### config.mk
export PLATFORM = sky130hd
export DESIGN_NAME = rsmc_top
export DESIGN_NICKNAME = d
export VERILOG_FILES = /design/src/common/rsmc_pkg.sv /design/src/core/rsmc_top.sv /design/src/core/rsmc_precharge.sv
export VERILOG_INCLUDE_DIRS = /design/src /design/src/common
export SDC_FILE = /design/constraint.sdc
export NUM_CORES = 1
export LEC_CHECK = 0
export ABC_CLOCK_PERIOD_IN_PS = 3650
export BUFFER_PORTS_ARGS = -buffer_cell sky130_fd_sc_hd__buf_2
export CAP_MARGIN = 20
export CORE_UTILIZATION = 31
export DETAILED_ROUTE_END_ITERATION = 8
export GPL_ROUTABILITY_DRIVEN = 0
export PLACE_DENSITY = 0.59
export SLEW_MARGIN = 20
export SYNTH_ARGS = -nofsm -noshare
export SYNTH_HDL_FRONTEND = slang
export SYNTH_SLANG_ARGS = --single-unit
### constraint.sdc
create_clock -name clk_sys -period 3.65 [get_ports clk_sys]
set_clock_uncertainty 0.2 [all_clocks]
set_input_delay 0.365 -clock clk_sys [delete_from_list [all_inputs] [get_ports clk_sys]]
set_output_delay 0.365 -clock clk_sys [all_outputs]
set_load 0.01 [all_outputs]
### src/common/rsmc_defs.svh
// Constants for the reset strap mode capture block.
// Assumes inclusion by bare name from the package and the core modules.
`ifndef RSMC_DEFS_SVH
`define RSMC_DEFS_SVH

// Reset values of the captured modes, held until the first release.
`define RSMC_RST_BUS64     1'b1
`define RSMC_RST_RETRY     1'b0
`define RSMC_RST_EXT_PC    1'b0
`define RSMC_RST_PLL_SEL   1'b0

// Strap levels that select each mode.
`define RSMC_BUS64_LVL     1'b1
`define RSMC_RETRY_ON_LVL  1'b1
`define RSMC_STD_PC_LVL    1'b1

// System clocks per bus cycle, and width of the precharge counter.
`define RSMC_BUS_CLKS      4
`define RSMC_CNT_W         4

// Number of bus pins that take a precharge.
`define RSMC_NUM_PINS      3

`endif

### src/common/rsmc_pkg.sv
// Types shared by the reset strap mode capture block.
// Assumes rsmc_defs.svh is on the include path.
`include "rsmc_defs.svh"

package rsmc_pkg;

   // States of one precharged open bus pin.
   typedef enum logic [1:0] {
      RSMC_PIN_FLOAT,
      RSMC_PIN_ASSERT,
      RSMC_PIN_PRECHG
   } rsmc_pin_state_t;

endpackage : rsmc_pkg

### src/core/rsmc_top.sv
// Strap capture at hard reset release and precharge of three open bus pins.
// Assumes straps are board pins, asynchronous to clk_sys, and that the
// bus logic drives the assert requests synchronously to clk_sys.
//
// How it works
// Latch mode straps when hard reset releases.
// Width strap high selects 64-bit, low 32-bit.
// Retry strap 0 disables, 1 enables retry.
// System keeps retry input low without retry.
// Quiesce ack high selects standard precharge.
// Quiesce ack low selects extended precharge.
// Write-only strap at release picks PLL handling.
// System holds write-only low for fractional ratios.
// Integer ratios allow either write-only level.
// Precharge busy and retry pins high first.
// Standard precharge lasts about half cycle.
// Extended precharge lasts one full cycle.
// Captured modes hold until next hard reset.
`include "rsmc_defs.svh"

module rsmc_top
   import rsmc_pkg::*;
#(
   parameter int BUS_CLKS = `RSMC_BUS_CLKS,
   parameter int CNT_W    = `RSMC_CNT_W
) (
   // Clock and reset.
   input  wire logic clk_sys,
   input  wire logic nrst,
   // Reset and strap pins.
   input  wire logic hard_reset_n,
   input  wire logic bus_width_strap,
   input  wire logic data_retry_in,
   input  wire logic quiesce_ack_in,
   input  wire logic write_only_strap,
   // Assert requests from the bus logic.
   input  wire logic addr_bus_busy_req,
   input  wire logic data_bus_busy_req,
   input  wire logic addr_retry_req,
   // Address bus busy pin.
   input  wire logic addr_bus_busy_n_i,
   output logic      addr_bus_busy_n_o,
   output logic      addr_bus_busy_n_oe,
   // Data bus busy pin.
   input  wire logic data_bus_busy_n_i,
   output logic      data_bus_busy_n_o,
   output logic      data_bus_busy_n_oe,
   // Address retry pin.
   input  wire logic addr_retry_n_i,
   output logic      addr_retry_n_o,
   output logic      addr_retry_n_oe,
   // Captured modes and status.
   output logic      cfg_valid_r,
   output logic      bus_64bit_r,
   output logic      data_retry_en_r,
   output logic      ext_precharge_r,
   output logic      pll_div_sel_r,
   output logic      retry_strap_err_r,
   output logic      precharge_busy_r,
   output logic      bus_pins_seen_r
);

   localparam int NPIN = `RSMC_NUM_PINS;
   localparam int NSYN = 5 + NPIN;

   // Precharge lengths in system clocks; a half cycle never drops below one.
   localparam int STD_LEN_I = (BUS_CLKS / 2 < 1) ? 1 : BUS_CLKS / 2;
   localparam int EXT_LEN_I = (BUS_CLKS < 1) ? 1 : BUS_CLKS;
   localparam logic [CNT_W-1:0] STD_LEN = CNT_W'(STD_LEN_I);
   localparam logic [CNT_W-1:0] EXT_LEN = CNT_W'(EXT_LEN_I);

   // Index of each pin input in the synchroniser vector.
   localparam int IX_HRST  = 0;
   localparam int IX_WIDTH = 1;
   localparam int IX_RETRY = 2;
   localparam int IX_QUIESCE_ACK_IN  = 3;
   localparam int IX_WONLY = 4;
   localparam int IX_PIN0  = 5;

   // Bus pins idle high, so their stages start high and no false low shows after reset.
   localparam logic [NSYN-1:0] SYN_RST = NSYN'({NPIN{1'b1}}) << IX_PIN0;

   // A filtered level moves only when the second and third stages agree.
   function automatic logic settle(input logic s2, input logic s3, input logic cur);
      settle = (s2 == s3) ? s3 : cur;
   endfunction : settle

   logic [NSYN-1:0] raw_in;
   logic [NSYN-1:0] sync1_r;
   logic [NSYN-1:0] sync2_r;
   logic [NSYN-1:0] sync3_r;
   logic [NSYN-1:0] lvl_r;
   logic [NSYN-1:0] lvl_nxt;
   logic            hrst_lvl_d_r;
   logic            release_evt;
   logic            assert_evt;
   logic [NPIN-1:0] req_vec;
   logic [NPIN-1:0] pin_o_vec;
   logic [NPIN-1:0] pin_oe_vec;
   logic [NPIN-1:0] pc_act_vec;
   logic [CNT_W-1:0] pc_len;

   // Gather all asynchronous pins so they share one chain and one latency.
   assign raw_in = {addr_retry_n_i, data_bus_busy_n_i, addr_bus_busy_n_i,
                    write_only_strap, quiesce_ack_in, data_retry_in,
                    bus_width_strap, hard_reset_n};

   // Three-stage synchroniser; stage one feeds only stage two.
   always_ff @(posedge clk_sys or negedge nrst) begin
      if (!nrst) begin
         sync1_r <= SYN_RST;
         sync2_r <= SYN_RST;
         sync3_r <= SYN_RST;
      end else begin
         sync1_r <= raw_in;
         sync2_r <= sync1_r;
         sync3_r <= sync2_r;
      end
   end

   // Filter each synchronised input with the agreement test.
   generate
      for (genvar g = 0; g < NSYN; g++) begin : g_filt
         assign lvl_nxt[g] = settle(sync2_r[g], sync3_r[g], lvl_r[g]);
      end
   endgenerate

   // Filtered hard reset starts low, so it reads as asserted until seen high.
   always_ff @(posedge clk_sys or negedge nrst) begin
      if (!nrst) begin
         lvl_r        <= SYN_RST;
         hrst_lvl_d_r <= 1'b0;
      end else begin
         lvl_r        <= lvl_nxt;
         hrst_lvl_d_r <= lvl_r[IX_HRST];
      end
   end

   // release edge detect.
   assign release_evt = lvl_r[IX_HRST] & ~hrst_lvl_d_r;
   assign assert_evt  = ~lvl_r[IX_HRST] & hrst_lvl_d_r;

   // Capture the straps at release and hold them; straps share the chain
   // with hard reset, so the sampled levels are those at the release edge.
   always_ff @(posedge clk_sys or negedge nrst) begin
      if (!nrst) begin
         bus_64bit_r     <= `RSMC_RST_BUS64;
         data_retry_en_r <= `RSMC_RST_RETRY;
         ext_precharge_r <= `RSMC_RST_EXT_PC;
         pll_div_sel_r   <= `RSMC_RST_PLL_SEL;
      end else if (release_evt) begin
         // width select.
         bus_64bit_r     <= (lvl_r[IX_WIDTH] == `RSMC_BUS64_LVL);
         // retry select.
         data_retry_en_r <= (lvl_r[IX_RETRY] == `RSMC_RETRY_ON_LVL);
         // precharge select.
         ext_precharge_r <= (lvl_r[IX_QUIESCE_ACK_IN] != `RSMC_STD_PC_LVL);
         // PLL handling sample.
         pll_div_sel_r   <= lvl_r[IX_WONLY];
      end
      // hold captured modes; no other branch writes them.
   end

   // Modes are valid from the release until hard reset asserts again.
   always_ff @(posedge clk_sys or negedge nrst) begin
      if (!nrst) begin
         cfg_valid_r <= 1'b0;
      end else if (release_evt) begin
         cfg_valid_r <= 1'b1;
      end else if (assert_evt) begin
         cfg_valid_r <= 1'b0;
      end
   end

   // Flag a retry input seen high while retry mode is off. The flag is
   // sticky until the next release, which alone clears it, and a violation
   // in that same cycle cannot occur because the mode is only just chosen.
   // While hard reset is held the pin carries the next strap, so it is not judged.
   always_ff @(posedge clk_sys or negedge nrst) begin
      if (!nrst) begin
         retry_strap_err_r <= 1'b0;
      end else if (release_evt) begin
         retry_strap_err_r <= 1'b0;
      end else if (cfg_valid_r && lvl_r[IX_HRST] && !data_retry_en_r && lvl_r[IX_RETRY]) begin
         // retry input kept low.
         retry_strap_err_r <= 1'b1;
      end
   end

   // precharge length by mode.
   assign pc_len = ext_precharge_r ? EXT_LEN : STD_LEN;

   // Requests are ignored until the modes are captured, since the
   // precharge length is not yet known during hard reset.
   assign req_vec = {addr_retry_req, data_bus_busy_req, addr_bus_busy_req} &
                    {NPIN{cfg_valid_r}};

   // One precharge sequencer per open bus pin.
   generate
      for (genvar p = 0; p < NPIN; p++) begin : g_pin
         // per pin precharge.
         rsmc_precharge #(
            .CNT_W     (CNT_W)
         ) u_pc (
            .clk_sys   (clk_sys),
            .nrst      (nrst),
            .drive_low (req_vec[p]),
            .pc_len    (pc_len),
            .pin_o     (pin_o_vec[p]),
            .pin_oe    (pin_oe_vec[p]),
            .pc_active (pc_act_vec[p])
         );
      end
   endgenerate

   assign addr_bus_busy_n_o  = pin_o_vec[0];
   assign addr_bus_busy_n_oe = pin_oe_vec[0];
   assign data_bus_busy_n_o  = pin_o_vec[1];
   assign data_bus_busy_n_oe = pin_oe_vec[1];
   assign addr_retry_n_o     = pin_o_vec[2];
   assign addr_retry_n_oe    = pin_oe_vec[2];

   // Status: any precharge running, and any bus pin seen low on the wire.
   // The wire view lags the pins by the synchroniser and filter delay.
   always_ff @(posedge clk_sys or negedge nrst) begin
      if (!nrst) begin
         precharge_busy_r <= 1'b0;
         bus_pins_seen_r  <= 1'b0;
      end else begin
         precharge_busy_r <= |pc_act_vec;
         bus_pins_seen_r  <= ~&lvl_r[IX_PIN0 +: NPIN];
      end
   end

endmodule : rsmc_top

### src/core/rsmc_precharge.sv
// One open bus pin: assert low, precharge high, then release.
// Assumes the drive request is synchronous to clk_sys.
`include "rsmc_defs.svh"

module rsmc_precharge
   import rsmc_pkg::*;
#(
   parameter int CNT_W = `RSMC_CNT_W
) (
   // Clock and reset.
   input  wire logic             clk_sys,
   input  wire logic             nrst,
   // Control from the bus logic.
   input  wire logic             drive_low,
   input  wire logic [CNT_W-1:0] pc_len,
   // Pin drive.
   output logic                  pin_o,
   output logic                  pin_oe,
   output logic                  pc_active
);

   rsmc_pin_state_t  state_r;
   logic [CNT_W-1:0] cnt_r;

   // Pin sequence; a new assert request cuts a running precharge short.
   always_ff @(posedge clk_sys or negedge nrst) begin
      if (!nrst) begin
         state_r <= RSMC_PIN_FLOAT;
         cnt_r   <= '0;
      end else begin
         case (state_r)
            RSMC_PIN_FLOAT: begin
               if (drive_low) begin
                  state_r <= RSMC_PIN_ASSERT;
               end
            end
            RSMC_PIN_ASSERT: begin
               // precharge before tristate.
               if (!drive_low) begin
                  state_r <= RSMC_PIN_PRECHG;
                  cnt_r   <= pc_len;
               end
            end
            RSMC_PIN_PRECHG: begin
               if (drive_low) begin
                  state_r <= RSMC_PIN_ASSERT;
               end else if (cnt_r <= CNT_W'(1)) begin
                  state_r <= RSMC_PIN_FLOAT;
               end
               cnt_r <= cnt_r - CNT_W'(1);
            end
            default: begin
               state_r <= RSMC_PIN_FLOAT;
            end
         endcase
      end
   end

   // Registered pin drive, one cycle behind the state for glitch-free edges.
   always_ff @(posedge clk_sys or negedge nrst) begin
      if (!nrst) begin
         pin_o     <= 1'b1;
         pin_oe    <= 1'b0;
         pc_active <= 1'b0;
      end else begin
         pin_o     <= (state_r != RSMC_PIN_ASSERT);
         pin_oe    <= (state_r != RSMC_PIN_FLOAT);
         pc_active <= (state_r == RSMC_PIN_PRECHG);
      end
   end

endmodule : rsmc_precharge

==> results of run 1 <==
layer usage:
layer / up-vias / part of all wire (%)
met1: 686 / 45
met3: 8 / 4.3
met2: 29 / 48
met4: 0 / 2.3
met5: - / 0
li1: 674 / -
timing repair:
item | 4_1_cts | 5_1_grt
hold buffers | 8 | 0
endpoints found under the hold margin | 8 | 0
setup buffers | 0 | 0
power breakdown:
group,switching (uW),total (uW),internal [uW]
Clock,274,729,455
Sequential,119,1050,933
Combinational,230,439,210
worst paths after layout:
check,slack [ns],endpoint,cells past startpoint
max in group asynchronous,2.43,bus_64bit_r,2
setup reg to reg,2.11,g_pin[0].u_pc.cnt_r[1],3
hold / removal,-0.02,bus_pins_seen_r,1
hold reg to reg,0.15,sync2_r[1],0
min in group clk_sys,0.15,sync2_r[1],0
setup / recovery,2.10,bus_64bit_r,1
flip-flops by register name, indices dropped and copies added, names as in the netlist, 3 cells and up:
| register | cells |
|---|---|
| g_pin.u_pc.state_r | 6 |
| g_pin.u_pc.pc_active | 3 |
| sync1_r | 8 |
| g_pin.u_pc.pin_oe | 3 |
| sync2_r | 8 |
| g_pin.u_pc.pin_o | 3 |
| sync3_r | 8 |
| g_pin.u_pc.cnt_r | 12 |
| lvl_r | 8 |
cell families (layout without fill, tap and decap cells):
logic type	count (synthesis)	in the layout	synth area share, %
flip-flops	68	68	71.52
adder cells (fa/ha/maj)	15	15	6.965
multiplexers	6	6	2.651
buffers and inverters	12	63	1.871
AO/OA/AOI/OAI	26	26	7.225
XOR/XNOR	1	1	0.3639
AND/OR/NAND/NOR	40	40	9.408
synth_stat cells:
| library cell | n |
|---|---|
| inv_1 | 11 |
| nor4_1 | 3 |
| nand2b_4 | 1 |
| ha_1 | 7 |
| nand3b_1 | 1 |
| o311ai_0 | 2 |
| or3_1 | 1 |
| nor2_1 | 8 |
| or2_2 | 3 |
| nor4b_1 | 1 |
| xor2_1 | 1 |
| and3_1 | 2 |
| dfstp_2 | 16 |
| o21ai_0 | 7 |
| nor3_1 | 3 |
| mux2_2 | 3 |
| clkbuf_1 | 1 |
| nand3_1 | 1 |
| dfrtp_1 | 52 |
| a211oi_1 | 3 |
| and2_4 | 1 |
| and2_1 | 2 |
| or2_1 | 1 |
| a311o_1 | 3 |
| a21boi_0 | 1 |
| maj3_1 | 8 |
| o211ai_1 | 3 |
| nand2_1 | 5 |
| nand2b_1 | 7 |
| a41oi_1 | 1 |
| mux2i_1 | 3 |
| a21oi_1 | 6 |
cells in the final DEF, fill, tap and decap left out, drive strengths merged:
cell type / Yosys / final
nor2: 8 / 8
a211oi: 3 / 3
or2: 4 / 4
clkinvlp: 0 / 2
nor4: 3 / 3
bufinv: 0 / 3
and3: 2 / 2
mux2: 3 / 3
buf: 0 / 28
clkinv: 0 / 1
dfstp: 16 / 16
inv: 11 / 11
mux2i: 3 / 3
a21oi: 6 / 6
nor3: 3 / 3
nand2b: 8 / 8
nand3: 1 / 1
and2: 3 / 3
maj3: 8 / 8
nand2: 5 / 5
o311ai: 2 / 2
xor2: 1 / 1
nor4b: 1 / 1
ha: 7 / 7
o21ai: 7 / 7
dfrtp: 52 / 52
a41oi: 1 / 1
a21boi: 1 / 1
clkbuf: 1 / 10
o211ai: 3 / 3
nand3b: 1 / 1
a311o: 3 / 3
or3: 1 / 1
dlygate4sd3: 0 / 8
metrics by stage:
stage                     setup slack, ns  std cells  area [um2]  hold WS [ns]  util [%]
final                               2.098        318        2994      -0.02329     40.63
after global routing                2.010        318        2994       0.05379     40.63
after CTS                           2.072        318        2994      0.008182     40.63
after detailed placement            2.002        294        2673        0.1370     36.26
after global placement              2.030        294        2673        0.1319     36.26
after floorplan                     2.143        168        2407       -0.1306         -
cell type report:
cell class | instances | area (um2)
inverters | 11 | 41.29
multi-input cells | 88 | 640.6
clock buffers | 10 | 127.6
repair buffers | 36 | 225.2
well taps | 99 | 123.9
clock inverters | 6 | 113.9
flip-flops and latches | 68 | 1722
fillers | 724 | 4375
==> flow_summary.yaml, run 1 <==
synth:
  synth.area.top_cells: "dfrtp_1 (54%), dfstp_2 (17%), ha_1 (3.6%), maj3_1 (3.3%), nand2b_1 (1.8%)"
  synthCells: 168
  syn-cell-area_um2: 2407
  synth_fp_nets: 188
  ys_warn_count: 0
  synth.avg_cell_area_um2: 14.33
  synth_top_area_share_pct: 54.05
  synth.distinct_cells: 32
  ys_seq_elements: 68
  synth-seq-area-share_pct: 71.52
  yosys.area.top_type: "dfrtp_1"
placed_design:
  portBuffers: 26
  dp_hpwl_mm: 2.699
clock_tree:
  cts_tree: "yes"
  ctsRootBufferMaster: "clkbuf_8"
  clk_pin_slew_ns: 0.08
  worst_skew_pair.late_latency_ns: 0.33
  cts-resized-gates: 0
  cts.path.max_buffers: 2
  ctsHtreeMaxLevel: 3
  cts_inserted_buffers: 9
  numClockSinks: 68
worst_setup_path:
  path_buf_inv: 1
  crit_family: "flip-flops"
  arrival_ns: 0.99
  cp-end-kind: "primary output"
  start_kind: "flip-flop"
  reg2reg_from: "cfg_valid_r"
  cp_data_required_time_ns: 3.08
  critPathMaxFanout: 2
  slowest_stage: "dfstp_2"
  crit_start: "bus_64bit_r"
  worstPathCellList: "buf_2"
  path_class: "flip-flop to primary output"
  slowest_delay_ns: 0.53
finish:
  nNetsFinal: 234
  layout-drive-gt1-share_pct: 30.59
  antenna_cells: 0
  area_delta_synth_final_pct: 24.38
power_and_ir_drop:
  power_density_nw_per_um2: 741.8
  p_leak_uw: 0.001341
  vdd_drop_max_uv: 417.8
  total_power_uw: 2221
detailed_routing:
  wire_per_inst_um: 12.27
  viasPerCell: 4.393
  first_pass_iters: 4
  drt_wl_total_mm: 3.903
  drc: 0
  dr_total_vias: 1397
  drtIter0Drc: 45
  postRouteAntennaNets: 0
global_routing:
  grt.met2_usage_pct: 16.79
  grt_first_pass_wirelength_mm: 6.727
  gr-usage-met1_pct: 13.12
  grt_util_met3_pct: 4.230
  first_global_vias: 1392
  antenna_found_initial: 0
  globalRouteOverflowTotal: 0
  grt_max_degree: 45
  grt_use_total_pct: 10.86
  grt_busiest_layer: "met2"
timing:
  min_period_ns: 1.552
  fin_crit_sh_pct: 42.52
  hold_ws_ns: -0.02329
  maxSlewHeadroom_pct: 35.50
  finalMaxSlewViolations: 0
  setup_violations: 0
  rsz0062_at_grt: "no"
  tns_ns: 0
  clock.fmax_mhz: 644.4
  report.final.hold_viol_count: 6
  tightest_slew_ns: 0.9675
floorplanning:
  die_h_um: 90.12
  die_area_um2: 8122
  coreArea_um2: 7370
  die_w_um: 90.12
  rows: 31
  io_pins: 27
  start_util_pct: 32.67
outcome:
  violations: "negative hold slack"
  outcome: "complete, but fails checks"
min_path:
  hp-class: "primary input to asynchronous set/reset pin"
job:
  drv_cap: 0
Note: power is estimated with default switching activity, not from simulation.
==> run 2, diff against run 1 <==
ABC_CLOCK_PERIOD_IN_PS = 1500   (was 3650)
clock period = 1.5 ns   (was 3.65 ns; I/O delays follow)
==> flow_summary.yaml, run 2 (synthesis gave the netlist of run 1 again) <==
outcome:
  outcome: "completed"
detailed_routing:
  wire_per_inst_um: 11.52
  postRouteAntennaNets: 0
  dr_total_vias: 1408
  viasPerCell: 4.254
  drtIter0Drc: 45
  first_pass_iters: 4
  drc: 0
  drt_wl_total_mm: 3.812
power_and_ir_drop:
  switching_share_pct: 30.92
  p_leak_uw: 0.001375
  power_density_nw_per_um2: 1658
  p_int_uw: 3526
  clkPwrFrac_pct: 25.1
  pwr-share-comb_pct: 25.2
  total_power_uw: 5104
  seqPwrFrac_pct: 49.7
  vdd_drop_max_uv: 661.6
  power.switching_uw: 1578
clock_tree:
  cts_tree: "yes"
  ctsRootBufferMaster: "clkbuf_8"
  clk_pin_slew_ns: 0.07
  worst_skew_pair.late_latency_ns: 0.35
  cts_inserted_buffers: 9
  ctsHtreeMaxLevel: 3
  cts.path.max_buffers: 2
  numClockSinks: 68
min_path:
  hp-class: "primary input to flip-flop"
  hold_path_end: "g_pin[0].u_pc.state_r[1]"
  min_from: "addr_bus_busy_req"
  worstHoldPathCells: 4
timing:
  setup_violations: 0
  fin_crit_sh_pct: 97.04
  finalWorstSetupSlack_ns: 0.04443
  report.final.hold_viol_count: 0
  min_period_ns: 1.456
  finalMaxSlewViolations: 0
  clock.fmax_mhz: 687.0
  tightest_slew_ns: 0.3453
  maxSlewHeadroom_pct: 76.98
  hold_ws_ns: 0.02796
worst_setup_path:
  path_buf_inv: 0
  rr_worst_depth: 3
  slowest_delay_ns: 0.42
  r2r_slack_ns: 0.04
  arrival_ns: 1.48
  start_kind: "flip-flop"
  reg2reg_from: "cfg_valid_r"
  cp-end-kind: "flip-flop"
  r2r_end: "g_pin[0].u_pc.cnt_r[1]"
  worstPathCellList: "and2_4 > or2_1 > a311o_1"
  path_class: "flip-flop to flip-flop"
  crit_family: "flip-flops"
  critPathMaxFanout: 4
  slowest_stage: "dfrtp_2"
  cp_data_required_time_ns: 1.52
floorplanning:
  die_w_um: 90.12
  io_pins: 27
  rows: 31
  coreArea_um2: 7370
  die_h_um: 90.12
  start_util_pct: 32.67
  die_area_um2: 8122
finish:
  nFillCells: 719
  top_register: "g_pin.u_pc.cnt_r"
  area_delta_synth_final_pct: 27.91
  layoutNonFillerInstCount: 331
  nNetsFinal: 247
  layout-drive-gt1-share_pct: 37.07
  layout_common_cells: "dfrtp_1 (51), buf_2 (26), dfstp_2 (16)"
  ff_latch_area_um2: 1723
  largest_reg_flops: 12
  final_common_cell: "dfrtp_1"
  multi_input_area_um2: 678.2
  antenna_cells: 0
  fin_util_pct: 41.78
global_routing:
  globalRouteOverflowTotal: 0
  first_global_vias: 1440
  grt_use_total_pct: 10.60
  antenna_found_initial: 0
  grt_first_pass_wirelength_mm: 6.458
  grt_max_degree: 69
placed_design:
  post-place-cells: 301
  dp_slack_ns: 0.03004
  portBuffers: 26
  dp_hpwl_mm: 2.425
job:
  drv_cap: 0
run 2: changes by cell type in the layout (fill, tap and decap cells not counted), sizes merged:
cell / previous run / this run
bufinv: 3 / 0
dlygate4sd3: 8 / 11
buf: 28 / 38
clkinv: 1 / 4
run 2: power by group through the flow:
stage,Sequential (uW),Combinational [uW],Clock (uW)
finish,2530,1290,1280
global placement,2560,1130,0
global route,2600,1460,1420
detailed placement,2570,1160,0
floorplan,2570,686,0
CTS,2530,1180,1350
run 2: routing by layer:
metal / routed length [um] / GRT usage, % / vias to the layer above
li1: - / - / 699
met2: 1748 / 15.20 / 27
met3: 158 / 5.499 / 5
met4: 60 / 5.645 / 0
met5: 0 / 0 / -
met1: 1844 / 12.88 / 677
run 2: cell type report:
cell class              instances  share of cell area (%)
clock buffers                  10                   4.145
inverters                      11                   1.341
flip-flops and latches         68                   55.95
multi-input cells              88                   22.02
repair buffers                 49                   11.13
well taps                      99                   4.023
clock inverters                 6                   1.382
run 2: worst max-delay path by stage:
stage / startpoint / to / slack (ns) / cells past startpoint
after global placement: cfg_valid_r / g_pin[0].u_pc.cnt_r[1] / 0.08 / 3
after global routing: g_pin[2].u_pc.state_r[0] / g_pin[2].u_pc.cnt_r[2] / -0.03 / 4
after detailed placement: g_pin[1].u_pc.cnt_r[0] / g_pin[1].u_pc.state_r[1] / 0.03 / 5
final: cfg_valid_r / g_pin[0].u_pc.cnt_r[1] / 0.04 / 3
after CTS: cfg_valid_r / g_pin[0].u_pc.cnt_r[1] / 0.03 / 3
after floorplan: cfg_valid_r / g_pin[0].u_pc.cnt_r[1] / 0.01 / 3
run 2: timing repair:
item                       in CTS  in global routing
setup endpoints to repair       0                  7
hold buffers                   11                  0
resized for setup               0                 11
hold endpoints to repair       80                  0
buffers inserted                0                  3
run 2: worst reg2reg max path: cells and delay by family (launching register included):
family,cells,cell delay [ns]
AOI/OAI and AO/OA,1,0.35
DFF,1,0.42
and+or+nand+nor,2,0.37
run 2: per-stage QoR:
| stage | instance area, um2 | setup TNS (ns) |
|---|---|---|
| after floorplan | 2409 | 0 |
| after global placement | 2739 | 0 |
| after detailed placement | 2739 | 0 |
| after CTS | 3019 | 0 |
| after global routing | 3079 | -0.02973 |
| final | 3079 | 0 |
